[src/core/cax_pkg.sv]
package cax_pkg;

    // Status register bit positions.
    localparam logic [2:0] FLAG_C = 3'h0;
    localparam logic [2:0] FLAG_Z = 3'h1;
    localparam logic [2:0] FLAG_N = 3'h2;
    localparam logic [2:0] FLAG_V = 3'h3;
    localparam logic [2:0] FLAG_S = 3'h4;
    localparam logic [2:0] FLAG_H = 3'h5;
    localparam logic [2:0] FLAG_T = 3'h6;
    localparam logic [2:0] FLAG_I = 3'h7;

    // Values after reset.
    localparam logic [15:0] RESET_PC = 16'h0000;
    localparam logic [7:0] STATUS_RESET = 8'h00;

    // Cycle counts of each instruction class.
    localparam logic [2:0] CYC_ALU = 3'h1;
    localparam logic [2:0] CYC_WORD = 3'h2;
    localparam logic [2:0] CYC_MUL = 3'h2;
    localparam logic [2:0] CYC_REL_JUMP = 3'h2;
    localparam logic [2:0] CYC_REL_CALL = 3'h3;
    localparam logic [2:0] CYC_PTR_JUMP = 3'h2;
    localparam logic [2:0] CYC_PTR_CALL = 3'h3;
    localparam logic [2:0] CYC_ABS_JUMP = 3'h3;
    localparam logic [2:0] CYC_ABS_CALL = 3'h4;
    localparam logic [2:0] CYC_RETURN = 3'h4;
    localparam logic [2:0] CYC_SKIP_ONE = 3'h2;
    localparam logic [2:0] CYC_SKIP_TWO = 3'h3;
    localparam logic [2:0] CYC_BR_TAKEN = 3'h2;

    // Operation codes presented by the fetch stage.
    typedef enum logic [5:0] {
        OP_NOP = 6'h00, OP_ADD = 6'h01, OP_ADD_CARRY = 6'h02,
        OP_WORD_IMMEDIATE_ADD = 6'h03, OP_WORD_IMMEDIATE_SUBTRACT = 6'h04,
        OP_SUB_REG = 6'h05, OP_SUBTRACT_CONSTANT_OP = 6'h06,
        OP_SUBTRACT_WITH_BORROW = 6'h07, OP_SUBTRACT_CONSTANT_WITH_BORROW = 6'h08,
        OP_AND_REG = 6'h09, OP_AND_WITH_CONSTANT = 6'h0A, OP_OR_REG = 6'h0B,
        OP_OR_WITH_CONSTANT = 6'h0C, OP_EXCLUSIVE_OR_OP = 6'h0D,
        OP_SET_MASK_BITS = 6'h0E, OP_CLEAR_MASK_BITS = 6'h0F, OP_ZERO_MINUS_TEST = 6'h10,
        OP_UNSIGNED_MULTIPLY = 6'h11, OP_SIGNED_MULTIPLY = 6'h12, OP_MIXED_SIGN_MULTIPLY = 6'h13,
        OP_FRACTIONAL_UNSIGNED_MULTIPLY = 6'h14, OP_FRACTIONAL_SIGNED_MULTIPLY = 6'h15,
        OP_FRACTIONAL_MIXED_MULTIPLY = 6'h16,
        OP_RELATIVE_JUMP = 6'h17, OP_RELATIVE_CALL = 6'h18, OP_POINTER_JUMP = 6'h19,
        OP_POINTER_CALL = 6'h1A, OP_ABSOLUTE_JUMP = 6'h1B, OP_ABSOLUTE_CALL = 6'h1C,
        OP_SUBROUTINE_RETURN = 6'h1D, OP_INTERRUPT_RETURN = 6'h1E,
        OP_COMPARE_SKIP_EQUAL = 6'h1F, OP_COMPARE_REG = 6'h20, OP_COMPARE_WITH_CARRY = 6'h21,
        OP_COMPARE_IMMEDIATE = 6'h22, OP_SKIP_REG_BIT_CLEAR = 6'h23, OP_SKIP_REG_BIT_SET = 6'h24,
        OP_SKIP_IO_BIT_CLEAR = 6'h25, OP_SKIP_IO_BIT_SET = 6'h26,
        OP_BRANCH_FLAG_SET = 6'h27, OP_BRANCH_FLAG_CLEAR = 6'h28,
        OP_BRANCH_SIGNED_GE = 6'h29, OP_BRANCH_SIGNED_LT = 6'h2A,
        OP_BRANCH_UNSIGNED_SAME_HIGHER = 6'h2B, OP_BRANCH_UNSIGNED_LOWER = 6'h2C,
        OP_BRANCH_IRQ_ENABLED = 6'h2D, OP_BRANCH_IRQ_DISABLED = 6'h2E
    } cax_op_e;

endpackage

[src/core/cax_execute.sv]
// How it works
// - Plain add writes the 8-bit sum, updates Z C N V H, one cycle.
// - Add with carry also adds the carry flag, same flags, one cycle.
// - Word add/subtract of a constant on a pair, flags Z C N V S, two cycles.
// - Register or constant subtract writes the difference, Z C N V H, one cycle.
// - Borrow subtracts also take off the carry flag, Z C N V H, one cycle.
// - AND, OR and exclusive OR write the result, update only Z N V, one cycle.
// - Mask set ORs the constant in, mask clear ANDs with its complement.
// - Zero-or-minus test ANDs a register with itself, sets Z N V, no write.
// - Multiplies put the 16-bit product into pair one:zero, Z and C, two cycles.
// - Fractional multiplies shift the product left once first, two cycles.
// - Relative jump and call go to PC plus offset plus one, two and three cycles.
// - Pointer jump and call load PC from Z, two and three cycles.
// - Absolute jump and call load the carried address, three and four cycles.
// - Compare-skip-equal skips the next instruction when both registers match.
// - Compares compute a difference without storing it, Z N V C H, one cycle.
// - Register-bit skips test one bit and skip on clear or on set.
// - I/O-bit skips test one bit of an I/O value, flags untouched.
// - Flag branches go to PC plus offset plus one when taken, one or two cycles.
// - Signed branches decide on N xor V, one or two cycles.
// - Named branches cover N xor V, carry as same-or-higher and lower, and the I flag.
module cax_execute
    import cax_pkg::*;
(
    // Clock and reset.
    input wire logic CORE_CLK_I,
    input wire logic RESET_N_I,
    // Decoded instruction from fetch.
    input wire logic OP_VALID_I,
    input wire cax_op_e OP_CODE_I,
    input wire logic [7:0] OP_RD_I,
    input wire logic [7:0] OP_RDH_I,
    input wire logic [7:0] OP_RR_I,
    input wire logic [15:0] OP_K_I,
    input wire logic [2:0] OP_BIT_I,
    input wire logic [7:0] IO_VAL_I,
    input wire logic NEXT_TWO_WORD_I,
    input wire logic [15:0] Z_PTR_I,
    input wire logic [15:0] STACK_PC_I,
    // Handshake and core state.
    output logic READY_O,
    output logic DONE_O,
    output logic [15:0] PC_O,
    output logic [7:0] STATUS_O,
    // Register file write-back.
    output logic WB_EN_O,
    output logic [7:0] WB_DATA_O,
    output logic PAIR_EN_O,
    output logic PAIR_MUL_O,
    output logic [15:0] PAIR_O,
    // Stack requests.
    output logic PUSH_EN_O,
    output logic [15:0] PUSH_PC_O,
    output logic POP_EN_O
);

    typedef struct packed {
        logic [15:0] pc;
        logic [7:0] status;
        logic wb_en;
        logic [7:0] wb;
        logic pair_en;
        logic pair_mul;
        logic [15:0] pair;
        logic push_en;
        logic [15:0] push;
        logic pop_en;
    } cax_commit_s;

    typedef struct packed {
        logic ready;
        logic [2:0] cnt;
        logic done;
        cax_commit_s pend;
        cax_commit_s cur;
    } cax_state_s;

    localparam cax_state_s STATE_RESET = '{ready: 1'b1, cnt: 3'h0, done: 1'b0, pend: '0,
        cur: '{pc: RESET_PC, status: STATUS_RESET, default: '0}};

    cax_state_s r_reg;
    cax_state_s r_next;
    cax_commit_s f;
    logic accept;
    logic [2:0] cyc;
    logic [9:0] t8;
    logic [16:0] t16;
    logic signed [17:0] prod;
    logic [15:0] p16;
    logic [7:0] opnd;
    logic cin;
    logic cond;
    logic [15:0] rel_pc;

    // Add with half carry: returns {half, carry, sum}.
    function automatic logic [9:0] add8(input logic [7:0] a, input logic [7:0] b, input logic ci);
        logic [4:0] lo;
        logic [8:0] s;
        lo = {1'b0, a[3:0]} + {1'b0, b[3:0]} + {4'h0, ci};
        s = {1'b0, a} + {1'b0, b} + {8'h00, ci};
        return {lo[4], s};
    endfunction

    // Subtract with half borrow: returns {half, borrow, difference}.
    function automatic logic [9:0] sub8(input logic [7:0] a, input logic [7:0] b, input logic ci);
        logic [4:0] lo;
        logic [8:0] s;
        lo = {1'b0, a[3:0]} - {1'b0, b[3:0]} - {4'h0, ci};
        s = {1'b0, a} - {1'b0, b} - {8'h00, ci};
        return {lo[4], s};
    endfunction

    // Flags of a byte add or subtract; S is left alone here.
    function automatic logic [7:0] arith_flags(input logic [7:0] st, input logic [7:0] a,
                                               input logic [7:0] b, input logic [9:0] t, input logic sub);
        logic [7:0] o;
        o = st;
        o[FLAG_H] = t[9];
        o[FLAG_C] = t[8];
        o[FLAG_N] = t[7];
        o[FLAG_Z] = (t[7:0] == 8'h00);
        o[FLAG_V] = sub ? ((a[7] != b[7]) && (t[7] != a[7])) : ((a[7] == b[7]) && (t[7] != a[7]));
        return o;
    endfunction

    // Flags of a logic operation: overflow always cleared.
    function automatic logic [7:0] logic_flags(input logic [7:0] st, input logic [7:0] res);
        logic [7:0] o;
        o = st;
        o[FLAG_Z] = (res == 8'h00);
        o[FLAG_N] = res[7];
        o[FLAG_V] = 1'b0;
        return o;
    endfunction

    assign accept = OP_VALID_I && r_reg.ready;
    assign rel_pc = r_reg.cur.pc + OP_K_I + 16'h0001;

    // Execute the accepted operation into a fresh commit record.
    always_comb begin
        f = '0;
        f.pc = r_reg.cur.pc + 16'h0001;
        f.status = r_reg.cur.status;
        f.wb = r_reg.cur.wb;
        cyc = CYC_ALU;
        t8 = '0;
        t16 = '0;
        prod = '0;
        p16 = '0;
        opnd = OP_RR_I;
        cin = 1'b0;
        cond = 1'b0;
        unique case (OP_CODE_I)
            OP_ADD, OP_ADD_CARRY: begin
                cin = (OP_CODE_I == OP_ADD_CARRY) && r_reg.cur.status[FLAG_C];
                t8 = add8(OP_RD_I, OP_RR_I, cin);
                f.status = arith_flags(r_reg.cur.status, OP_RD_I, OP_RR_I, t8, 1'b0);
                f.wb = t8[7:0];
                f.wb_en = 1'b1;
            end
            OP_SUB_REG, OP_SUBTRACT_CONSTANT_OP, OP_SUBTRACT_WITH_BORROW, OP_SUBTRACT_CONSTANT_WITH_BORROW,
            OP_COMPARE_REG, OP_COMPARE_WITH_CARRY, OP_COMPARE_IMMEDIATE: begin
                if (OP_CODE_I inside {OP_SUBTRACT_CONSTANT_OP, OP_SUBTRACT_CONSTANT_WITH_BORROW,
                                      OP_COMPARE_IMMEDIATE}) begin
                    opnd = OP_K_I[7:0];
                end
                cin = (OP_CODE_I inside {OP_SUBTRACT_WITH_BORROW, OP_SUBTRACT_CONSTANT_WITH_BORROW,
                                         OP_COMPARE_WITH_CARRY}) && r_reg.cur.status[FLAG_C];
                t8 = sub8(OP_RD_I, opnd, cin);
                f.status = arith_flags(r_reg.cur.status, OP_RD_I, opnd, t8, 1'b1);
                f.wb = t8[7:0];
                // Compares keep the destination untouched.
                f.wb_en = !(OP_CODE_I inside {OP_COMPARE_REG, OP_COMPARE_WITH_CARRY,
                                              OP_COMPARE_IMMEDIATE});
            end
            OP_AND_REG, OP_AND_WITH_CONSTANT, OP_OR_REG, OP_OR_WITH_CONSTANT, OP_EXCLUSIVE_OR_OP,
            OP_SET_MASK_BITS, OP_CLEAR_MASK_BITS, OP_ZERO_MINUS_TEST: begin
                unique case (OP_CODE_I)
                    OP_AND_REG: f.wb = OP_RD_I & OP_RR_I;
                    OP_AND_WITH_CONSTANT: f.wb = OP_RD_I & OP_K_I[7:0];
                    OP_OR_REG: f.wb = OP_RD_I | OP_RR_I;
                    OP_OR_WITH_CONSTANT: f.wb = OP_RD_I | OP_K_I[7:0];
                    OP_EXCLUSIVE_OR_OP: f.wb = OP_RD_I ^ OP_RR_I;
                    OP_SET_MASK_BITS: f.wb = OP_RD_I | OP_K_I[7:0];
                    OP_CLEAR_MASK_BITS: f.wb = OP_RD_I & (8'hFF - OP_K_I[7:0]);
                    default: f.wb = OP_RD_I & OP_RD_I;
                endcase
                f.status = logic_flags(r_reg.cur.status, f.wb);
                f.wb_en = (OP_CODE_I != OP_ZERO_MINUS_TEST);
            end
            OP_WORD_IMMEDIATE_ADD, OP_WORD_IMMEDIATE_SUBTRACT: begin
                // The constant is zero-extended; carry is the 16-bit carry or borrow.
                if (OP_CODE_I == OP_WORD_IMMEDIATE_ADD) begin
                    t16 = {1'b0, OP_RDH_I, OP_RD_I} + {9'h000, OP_K_I[7:0]};
                    f.status[FLAG_V] = !OP_RDH_I[7] && t16[15];
                end else begin
                    t16 = {1'b0, OP_RDH_I, OP_RD_I} - {9'h000, OP_K_I[7:0]};
                    f.status[FLAG_V] = OP_RDH_I[7] && !t16[15];
                end
                f.status[FLAG_C] = t16[16];
                f.status[FLAG_N] = t16[15];
                f.status[FLAG_Z] = (t16[15:0] == 16'h0000);
                f.status[FLAG_S] = t16[15] ^ f.status[FLAG_V];
                f.pair = t16[15:0];
                f.pair_en = 1'b1;
                cyc = CYC_WORD;
            end
            OP_UNSIGNED_MULTIPLY, OP_SIGNED_MULTIPLY, OP_MIXED_SIGN_MULTIPLY, OP_FRACTIONAL_UNSIGNED_MULTIPLY,
            OP_FRACTIONAL_SIGNED_MULTIPLY, OP_FRACTIONAL_MIXED_MULTIPLY: begin
                // One 9x9 signed multiplier serves all six; extension picks the signedness.
                prod = $signed({OP_RD_I[7] && !(OP_CODE_I inside {OP_UNSIGNED_MULTIPLY,
                                OP_FRACTIONAL_UNSIGNED_MULTIPLY}), OP_RD_I})
                     * $signed({OP_RR_I[7] && (OP_CODE_I inside {OP_SIGNED_MULTIPLY,
                                OP_FRACTIONAL_SIGNED_MULTIPLY}), OP_RR_I});
                p16 = prod[15:0];
                f.status[FLAG_C] = p16[15];
                if (OP_CODE_I inside {OP_FRACTIONAL_UNSIGNED_MULTIPLY, OP_FRACTIONAL_SIGNED_MULTIPLY,
                                      OP_FRACTIONAL_MIXED_MULTIPLY}) begin
                    p16 = {p16[14:0], 1'b0};
                end
                f.status[FLAG_Z] = (p16 == 16'h0000);
                f.pair = p16;
                f.pair_en = 1'b1;
                f.pair_mul = 1'b1;
                cyc = CYC_MUL;
            end
            OP_RELATIVE_JUMP, OP_RELATIVE_CALL: begin
                f.pc = rel_pc;
                f.push = r_reg.cur.pc + 16'h0001;
                f.push_en = (OP_CODE_I == OP_RELATIVE_CALL);
                cyc = f.push_en ? CYC_REL_CALL : CYC_REL_JUMP;
            end
            OP_POINTER_JUMP, OP_POINTER_CALL: begin
                f.pc = Z_PTR_I;
                f.push = r_reg.cur.pc + 16'h0001;
                f.push_en = (OP_CODE_I == OP_POINTER_CALL);
                cyc = f.push_en ? CYC_PTR_CALL : CYC_PTR_JUMP;
            end
            OP_ABSOLUTE_JUMP, OP_ABSOLUTE_CALL: begin
                // Both are two words long, so the return point skips the address word.
                f.pc = OP_K_I;
                f.push = r_reg.cur.pc + 16'h0002;
                f.push_en = (OP_CODE_I == OP_ABSOLUTE_CALL);
                cyc = f.push_en ? CYC_ABS_CALL : CYC_ABS_JUMP;
            end
            OP_SUBROUTINE_RETURN, OP_INTERRUPT_RETURN: begin
                f.pc = STACK_PC_I;
                f.pop_en = 1'b1;
                f.status[FLAG_I] = r_reg.cur.status[FLAG_I] || (OP_CODE_I == OP_INTERRUPT_RETURN);
                cyc = CYC_RETURN;
            end
            OP_COMPARE_SKIP_EQUAL, OP_SKIP_REG_BIT_CLEAR, OP_SKIP_REG_BIT_SET, OP_SKIP_IO_BIT_CLEAR,
            OP_SKIP_IO_BIT_SET: begin
                unique case (OP_CODE_I)
                    OP_COMPARE_SKIP_EQUAL: cond = (OP_RD_I == OP_RR_I);
                    OP_SKIP_REG_BIT_CLEAR: cond = !OP_RR_I[OP_BIT_I];
                    OP_SKIP_REG_BIT_SET: cond = OP_RR_I[OP_BIT_I];
                    OP_SKIP_IO_BIT_CLEAR: cond = !IO_VAL_I[OP_BIT_I];
                    default: cond = IO_VAL_I[OP_BIT_I];
                endcase
                // The skipped instruction's length decides between two and three cycles.
                if (cond) begin
                    f.pc = r_reg.cur.pc + (NEXT_TWO_WORD_I ? 16'h0003 : 16'h0002);
                    cyc = NEXT_TWO_WORD_I ? CYC_SKIP_TWO : CYC_SKIP_ONE;
                end
            end
            OP_BRANCH_FLAG_SET, OP_BRANCH_FLAG_CLEAR, OP_BRANCH_SIGNED_GE, OP_BRANCH_SIGNED_LT,
            OP_BRANCH_UNSIGNED_SAME_HIGHER, OP_BRANCH_UNSIGNED_LOWER, OP_BRANCH_IRQ_ENABLED,
            OP_BRANCH_IRQ_DISABLED: begin
                unique case (OP_CODE_I)
                    OP_BRANCH_FLAG_SET: cond = r_reg.cur.status[OP_BIT_I];
                    OP_BRANCH_FLAG_CLEAR: cond = !r_reg.cur.status[OP_BIT_I];
                    OP_BRANCH_SIGNED_GE: cond = !(r_reg.cur.status[FLAG_N] ^ r_reg.cur.status[FLAG_V]);
                    OP_BRANCH_SIGNED_LT: cond = r_reg.cur.status[FLAG_N] ^ r_reg.cur.status[FLAG_V];
                    OP_BRANCH_UNSIGNED_SAME_HIGHER: cond = !r_reg.cur.status[FLAG_C];
                    OP_BRANCH_UNSIGNED_LOWER: cond = r_reg.cur.status[FLAG_C];
                    OP_BRANCH_IRQ_ENABLED: cond = r_reg.cur.status[FLAG_I];
                    default: cond = !r_reg.cur.status[FLAG_I];
                endcase
                if (cond) begin
                    f.pc = rel_pc;
                    cyc = CYC_BR_TAKEN;
                end
            end
            default: begin
                f.pc = r_reg.cur.pc + 16'h0001;
            end
        endcase
    end

    // Sequencer: one-cycle work commits at once, longer work waits out its count.
    always_comb begin
        r_next = r_reg;
        r_next.done = 1'b0;
        r_next.cur.wb_en = 1'b0;
        r_next.cur.pair_en = 1'b0;
        r_next.cur.push_en = 1'b0;
        r_next.cur.pop_en = 1'b0;
        if (accept && (cyc == CYC_ALU)) begin
            r_next.cur = f;
            r_next.done = 1'b1;
        end else if (accept) begin
            r_next.pend = f;
            r_next.cnt = cyc - 3'h1;
            r_next.ready = 1'b0;
        end else if (!r_reg.ready) begin
            r_next.cnt = r_reg.cnt - 3'h1;
            if (r_reg.cnt == 3'h1) begin
                r_next.cur = r_reg.pend;
                r_next.done = 1'b1;
                r_next.ready = 1'b1;
            end
        end
    end

    // State register.
    always_ff @(posedge CORE_CLK_I or negedge RESET_N_I) begin
        if (!RESET_N_I) begin
            r_reg <= STATE_RESET;
        end else begin
            r_reg <= r_next;
        end
    end

    // Every output is a field of the state register.
    assign READY_O = r_reg.ready;
    assign DONE_O = r_reg.done;
    assign PC_O = r_reg.cur.pc;
    assign STATUS_O = r_reg.cur.status;
    assign WB_EN_O = r_reg.cur.wb_en;
    assign WB_DATA_O = r_reg.cur.wb;
    assign PAIR_EN_O = r_reg.cur.pair_en;
    assign PAIR_MUL_O = r_reg.cur.pair_mul;
    assign PAIR_O = r_reg.cur.pair;
    assign PUSH_EN_O = r_reg.cur.push_en;
    assign PUSH_PC_O = r_reg.cur.push;
    assign POP_EN_O = r_reg.cur.pop_en;
endmodule // cax_execute

[config.mk]
export PLATFORM = sky130hd
export DESIGN_NAME = cax_execute
export DESIGN_NICKNAME = d
export VERILOG_FILES = /design/src/core/cax_pkg.sv /design/src/core/cax_execute.sv
export SDC_FILE = /design/constraint.sdc
export NUM_CORES = 1
export LEC_CHECK = 0
export BUFFER_PORTS_ARGS = -buffer_cell sky130_fd_sc_hd__buf_4
export CORE_MARGIN = 8
export CORE_UTILIZATION = 45
export CTS_BUF_LIST = sky130_fd_sc_hd__clkbuf_8
export DETAILED_ROUTE_END_ITERATION = 16
export PLACE_DENSITY = 0.7
export SYNTH_ARGS = -nofsm -noshare
export SYNTH_HDL_FRONTEND = slang
export SYNTH_SLANG_ARGS = --single-unit
[constraint.sdc]
create_clock -name CORE_CLK_I -period 3.4 [get_ports CORE_CLK_I]
set_input_delay 0.34 -clock CORE_CLK_I [delete_from_list [all_inputs] [get_ports CORE_CLK_I]]
set_output_delay 0.34 -clock CORE_CLK_I [all_outputs]
set_load 0.02 [all_outputs]
### Word level (Yosys, flattened, before mapping)

Index checks and enable logic that the tools add are counted.

| storage, ports and cells | value |
|---|---|
| bits in registers | 143 |
| output and inout port bits | 71 |
| logic and storage cells | 209 |
| input bits | 93 |

| operators by class | value |
|---|---|
| magnitude comparators | 1 |
| add/subtract/negate cells | 18 |
| reduce and logical (&&, ||, !) cells | 49 |
| bitwise logic cells | 10 |
| equality and inequality tests | 57 |
| multiplexer cells | 50 |
| multiply operators | 1 |

Operator list:

| operator | number |
|---|---|
| 2-to-1 mux 69 bit | 4 |
| == test 6 x 5 -> 1 bit, second input constant | 16 |
| case mux 16 bit (6 select lines) | 1 |
| == test 6 bit, second input constant | 15 |
| 2-to-1 mux 16 bit | 4 |
| case mux 17 bit (3 select lines) | 1 |
| == test 6 x 4 -> 1 bit, second input constant | 8 |
| case mux 8 bit (6 select lines) | 1 |
| 2-to-1 mux 17 bit | 2 |
| adder 16 x 1 -> 16 bit, second input constant | 2 |
| bitwise AND 8 bit | 4 |
| zero test 16 bit | 2 |
| case mux 16 bit (2 select lines) | 1 |
| case mux 9 bit (3 select lines) | 1 |
| == test 6 x 3 -> 1 bit, second input constant | 4 |
| zero test 8 bit | 3 |
| 2-to-1 mux 8 bit | 3 |
| OR reduction 8 bit | 3 |
| case mux 3 bit (7 select lines) | 1 |
| 2-to-1 mux 1 bit | 18 |
| adder 16 x 8 -> 17 bit | 1 |
| subtractor 16 x 8 -> 17 bit | 1 |
| adder 16 bit | 1 |
| adder 16 x 2 -> 16 bit | 1 |
| other kinds (46) | 88 |

### Logic depth before layout (Yosys ltp)

| logic depth | value |
|---|---|
| word-level depth | 11 |
| gate-level depth with buffers | 24 |
| mapped depth without buffers | 23 |

### Least setup slack after synthesis

No wires, ideal clock.

| timing | value |
|---|---|
| path kind | input-to-reg |
| start point | in OP_CODE_I[0] |
| end point | reg r_reg[115] (netlist bit) |
| slack | -2.497 ns |
| cell stages on the path | 22 |
| data arrival time | 5.762 ns |
| buffers on the path | 1 |
| library setup time | 0.135 ns |
| data required time | 3.265 ns |
| cell sequence | buf_2 > and3b_1 > o211ai_1 > nand2b_1 > fa_1 > fa_1 > inv_1 > fa_1 > fa_1 > inv_1 > fa_1 > inv_1 > ha_1 > and2_1 > o21ai_0 > nand4b_1 > a41oi_1 > xnor2_1 > a2111oi_0 > or3_1 > a31oi_1 > o22ai_1 |

| on the way | value |
|---|---|
| cells in the longest elaborated chain, start to end | 9 |
| elaborated cells between the ends (all ways) | 101 |
| classes of those cells | add/sub: 3; mul: 1; eq/ne: 47; mux: 19; bitwise: 1; reduce/logical: 30 |

RTL lines:

| what | RTL line | text |
|---|---|---|
| start: declaration | cax_execute.sv:30 | `input wire cax_op_e OP_CODE_I,` |
| == test 6 x 5 -> 1 bit (tied with other cells) | cax_execute.sv:153, cax_execute.sv:211 |  |
| nonzero test 2 bit (tied with other cells) | cax_execute.sv:211 | `prod = $signed({OP_RD_I[7] && !(OP_CODE_I inside {OP_UNSIGNED_MULTIPLY,` |
| zero test 1 bit or 2-to-1 mux 1 bit (tied branches) | cax_execute.sv:211, cax_execute.sv:153 |  |
| logical AND 1 bit (tied with other cells) | cax_execute.sv:211 |  |
| multiplier 9 x 9 -> 16 bit or case mux 3 bit (7 select lines) (tied branches) | cax_execute.sv:213, cax_execute.sv:153 |  |
| 2-to-1 mux 16 bit or == test 3 x 1 -> 1 bit (tied branches) | cax_execute.sv:217, cax_execute.sv:299 |  |
| 2-to-1 mux 16 bit or logical AND 1 bit (tied branches) | cax_execute.sv:153, cax_execute.sv:299 |  |
| zero test 16 bit or inverter 1 bit (tied branches) | - |  |
| case mux 2 bit (5 select lines) or AND reduction 2 bit (tied branches) | - |  |
| end signal: assignment | cax_execute.sv:321 | `r_reg <= r_next;` |
| end: declaration | cax_execute.sv:81 | `cax_state_s r_reg;` |

Several ways; a longest one is shown, not always the timed one. The select of a mux whose other input is x is not followed.
A chain may end at the register's enable or synchronous reset.

### Worst setup path after layout

| timing | value |
|---|---|
| start point | in OP_CODE_I[2] |
| end point | reg r_reg, in the netlist STATUS_O[1] |

| on the way | value |
|---|---|
| cells in the longest elaborated chain, start to end | 10 |
| elaborated cells between the ends (all ways) | 104 |
| classes of those cells | add/sub: 3; mul: 1; eq/ne: 49; mux: 20; reduce/logical: 31 |

RTL lines:

| what | RTL line | text |
|---|---|---|
| == test 6 x 5 -> 1 bit (on tied branches) | cax_execute.sv:153, cax_execute.sv:211, cax_execute.sv:217 |  |
| nonzero test 2 bit | cax_execute.sv:211 |  |
| zero test 1 bit | cax_execute.sv:211 |  |
| logical AND 1 bit | cax_execute.sv:211 |  |
| multiplier 9 x 9 -> 16 bit | cax_execute.sv:213 | `* $signed({OP_RR_I[7] && (OP_CODE_I inside {OP_SIGNED_MULTIPLY,` |
| 2-to-1 mux 16 bit | cax_execute.sv:217 | `if (OP_CODE_I inside {OP_FRACTIONAL_UNSIGNED_MULTIPLY, OP_FRACTIONAL_SIGNED_MULTIPLY,` |
| 2-to-1 mux 16 bit | cax_execute.sv:153 | `unique case (OP_CODE_I)` |
| zero test 16 bit | cax_execute.sv:221 | `f.status[FLAG_Z] = (p16 == 16'h0000);` |
| case mux 2 bit (5 select lines) | cax_execute.sv:153 |  |
| 2-to-1 mux 69 bit | cax_execute.sv:299 | `if (accept && (cyc == CYC_ALU)) begin` |

Several ways; a longest one is shown, not always the timed one. The select of a mux whose other input is x is not followed.

==> out/metrics.cfg <==
[status]
outcome=finished with violations
violations=setup timing

[place]
place_ws_ps=-2480
port_buffers=163
place_congestion=0.983
hpwlAfterDp_um=47200

[setup_path]
cp.arrival_ps=5610
path_buf_inv=4
worstPathMaxFanout=4
cp_slowest_cell=fa_1
path_cells=buf_6, and3b_1, o211ai_1, nand2b_4, fa_1, fa_1, inv_1, fa_1, fa_1, inv_1, fa_1, inv_2, ha_4, or2_4, o31a_1, xnor2_2, nor4b_4, o2111ai_2, a2111oi_2, or3_4, a31oi_4, a221oi_2
cpLargestDelayFamily=adder cells
worstPathRequired_ps=3790
cpPeakStageDelay_ps=520
critPathKind=in -> reg
crit_path_start_kind=primary input
crit_path_end_kind=register
crit_top_cell=fa_1

[grt]
gr-total-overflow=0
antenna_found_initial=0
grt_pass1_wl_um=93400
grt_max_degree=71
grt_pass1_vias=16600
track_usage_pct=28.7

[cts]
cts_buffer_depth=2
cts_buffers=17
tritoncts=built
h-tree-depth=4
clkSinkCount=143
cts_root_buf=clkbuf_8
cts.clk_slew.worst_paths_ps=90
clock_latency_ps=470

[timing]
slew_headroom_pct=41.3
setup_ws_ps=-1830
fin_hold_ws_ps=318
finalHoldViolCount=0
fin_crit_ps=5230
fin_skew_ps=10.7
maxSlewViolCount=0
min_period_over_period_pct=154
rsz0062_at_grt=yes
max_freq_mhz=191
worst_pin_slew_ps=879
final-setup-viol-count=35

[die]
core_um2=34300
initial_utilization_pct=45.4
rows=68
die_h_um=202
die_area_um2=40800
io_pins=164
die_w_um=202

[run]
drv_cap=0

[drt]
wire_per_inst_um=22.2
wirelength_um=61200
drc=0
initialDrtViolationCount=1616
num_vias=16400
vias_per_cell=5.97
drt_first_pass_iters=9
drtAntennaViolNets=0

[synth]
syn_nets=2178
synth_cell_type_count=88
post_synth.cell_area_avg_um2=8.11
synthCells=1918
postSynth.asyncResetShare_pct=100
yosysSeqAreaShare_pct=23.0
ys_warn_count=0
synth_edf_count=0
ys.flop_type=dfrtp_1
ys_seq_elements=143
synth_area_um2=15600

[cells_and_area]
num_antenna_cells=0
nNetsFinal=2544
final_cell_mix=buf_4 (487), nand2_1 (198), dfrtp_1 (142)
nFillCells=2963
layout_commonest_cell=buf_4
largest_reg_flops=72
drive_above_1_share_pct=31.6
syn2layout_area_growth_pct=33.3

[power]
power.leakage_uw=0.00948
combPwrFrac_pct=71.2
vdd.ir_drop.worst_mv=0.602
power.density_nw_per_um2=719
swShare_pct=46.8
internal-power_uw=7940
seq_power_share_pct=19.1
switchingPower_uw=6980
pwr-share-clk_pct=9.7

[min_path]
holdCritPathClass=in -> reg

## cells in the mapped netlist, drive strengths merged, types with 16 or more instances
| library cell | instances | area [µm²] |
|---|---|---|
| xor2 | 32 | 280 |
| fa | 70 | 1400 |
| nand2b | 25 | 156 |
| dfrtp | 142 | 3550 |
| a211oi | 36 | 275 |
| a21o | 16 | 120 |
| a22oi | 42 | 315 |
| nand2 | 211 | 792 |
| o21ai | 167 | 836 |
| a222oi | 16 | 160 |
| nand3 | 31 | 155 |
| xnor2 | 44 | 385 |
| ha | 97 | 1210 |
| and2 | 48 | 300 |
| o22ai | 17 | 106 |
| nor2 | 117 | 442 |
| inv | 150 | 563 |
| mux2i | 29 | 290 |
| buf | 93 | 637 |
| nor3 | 31 | 155 |
| nor2b | 41 | 257 |
| clkbuf | 94 | 353 |
| a21oi | 116 | 581 |
## metrics by stage
stage / instance area [µm²] / utilization (%) / std cells / TNS (ps) / total power (µW)
after floorplan: 15900 / - / 1918 / -37460 / 8350
after global routing: 20700 / 60.5 / 2752 / -39920 / 15900
after global placement: 19300 / 56.2 / 2692 / -103020 / 11400
after detailed placement: 19300 / 56.2 / 2692 / -106990 / 11600
after CTS: 20300 / 59.1 / 2742 / -31450 / 13900
final: 20700 / 60.5 / 2752 / -33830 / 14900
## path summary, 6_finish.rpt
kind / startpoint / end / slack [ps] / depth (start not counted)
min in group asynchronous: RESET_N_I / PAIR_O[4]$_DFFE_PN0P_ / 420 / 2
setup reg to reg: STATUS_O[0]$_DFFE_PN0P_ / STATUS_O[1]$_DFFE_PN0P_ / -190 / 15
hold / removal: Z_PTR_I[7] / PC_O[7]$_DFFE_PN0P_ / 320 / 4
max in group asynchronous: RESET_N_I / PC_O[11]$_DFFE_PN0P_ / 2170 / 3
setup / recovery: OP_CODE_I[2] / STATUS_O[1]$_DFFE_PN0P_ / -1830 / 22
hold reg to reg: r_reg[110]$_DFFE_PN0P_ / r_reg[110]$_DFFE_PN0P_ / 480 / 2
## worst reg2reg max path, cell delays in order (launching register included)
cell and delay, ps:
dfrtp_1 390, buf_4 160, buf_4 190, and3_1 180
fa_1 390, inv_1 90, fa_1 220, nor2b_1 80
o21a_1 200, nor2_1 200, xnor2_1 130, or4_1 500
nor3_1 280, or3_4 220, a31oi_4 40, a221oi_2 230
## power groups by stage
stage	logic (µW)	registers [µW]	clock network, µW
after detailed placement	8700	2860	0
after CTS	9650	2830	1460
after global placement	8530	2830	0
after global routing	11500	2910	1520
final	10600	2850	1450
after floorplan	5660	2680	0
## kinds of logic (layout without fill, tap and decap cells)
group           after synthesis  count (layout)  share of synthesized area [%]
mux                          41              41                           3.17
flops                       143             143                           23.0
compound gates              569             569                           24.3
xor+xnor                     77              77                           4.42
buf+inv                     337             716                           9.98
simple gates                584             584                           18.4
fa+ha+maj                   167             167                           16.8
## layout make-up
class / instances / area [µm²] / share of cell area (%)
clock buffer: 17 / 234 / 1.13
sequential: 143 / 3580 / 17.3
inverter: 150 / 568 / 2.74
timing repair buffer: 534 / 4370 / 21.1
tap: 455 / 569 / 2.74
multi-input combinational: 1438 / 11200 / 54.2
clock inverter: 15 / 181 / 0.875
## metal layers
metal	vias to the layer above	global-route usage (%)	wire, µm
met2	786	46.5	28200
met4	0	11.6	2430
met5	-	0	0
li1	7462	-	-
met1	8035	37.7	25800
met3	143	4.87	4790
## what timing repair did
action | 4_1_cts | 5_1_grt
setup buffers | 21 | 8
gates cloned | 0 | 4
pin swaps | 48 | 27
endpoints found under the hold margin | 59 | 0
hold buffers | 1 | 0
resized for setup | 103 | 84
setup endpoints to repair | 139 | 123
No activity file was read; power rests on OpenSTA's default activity.
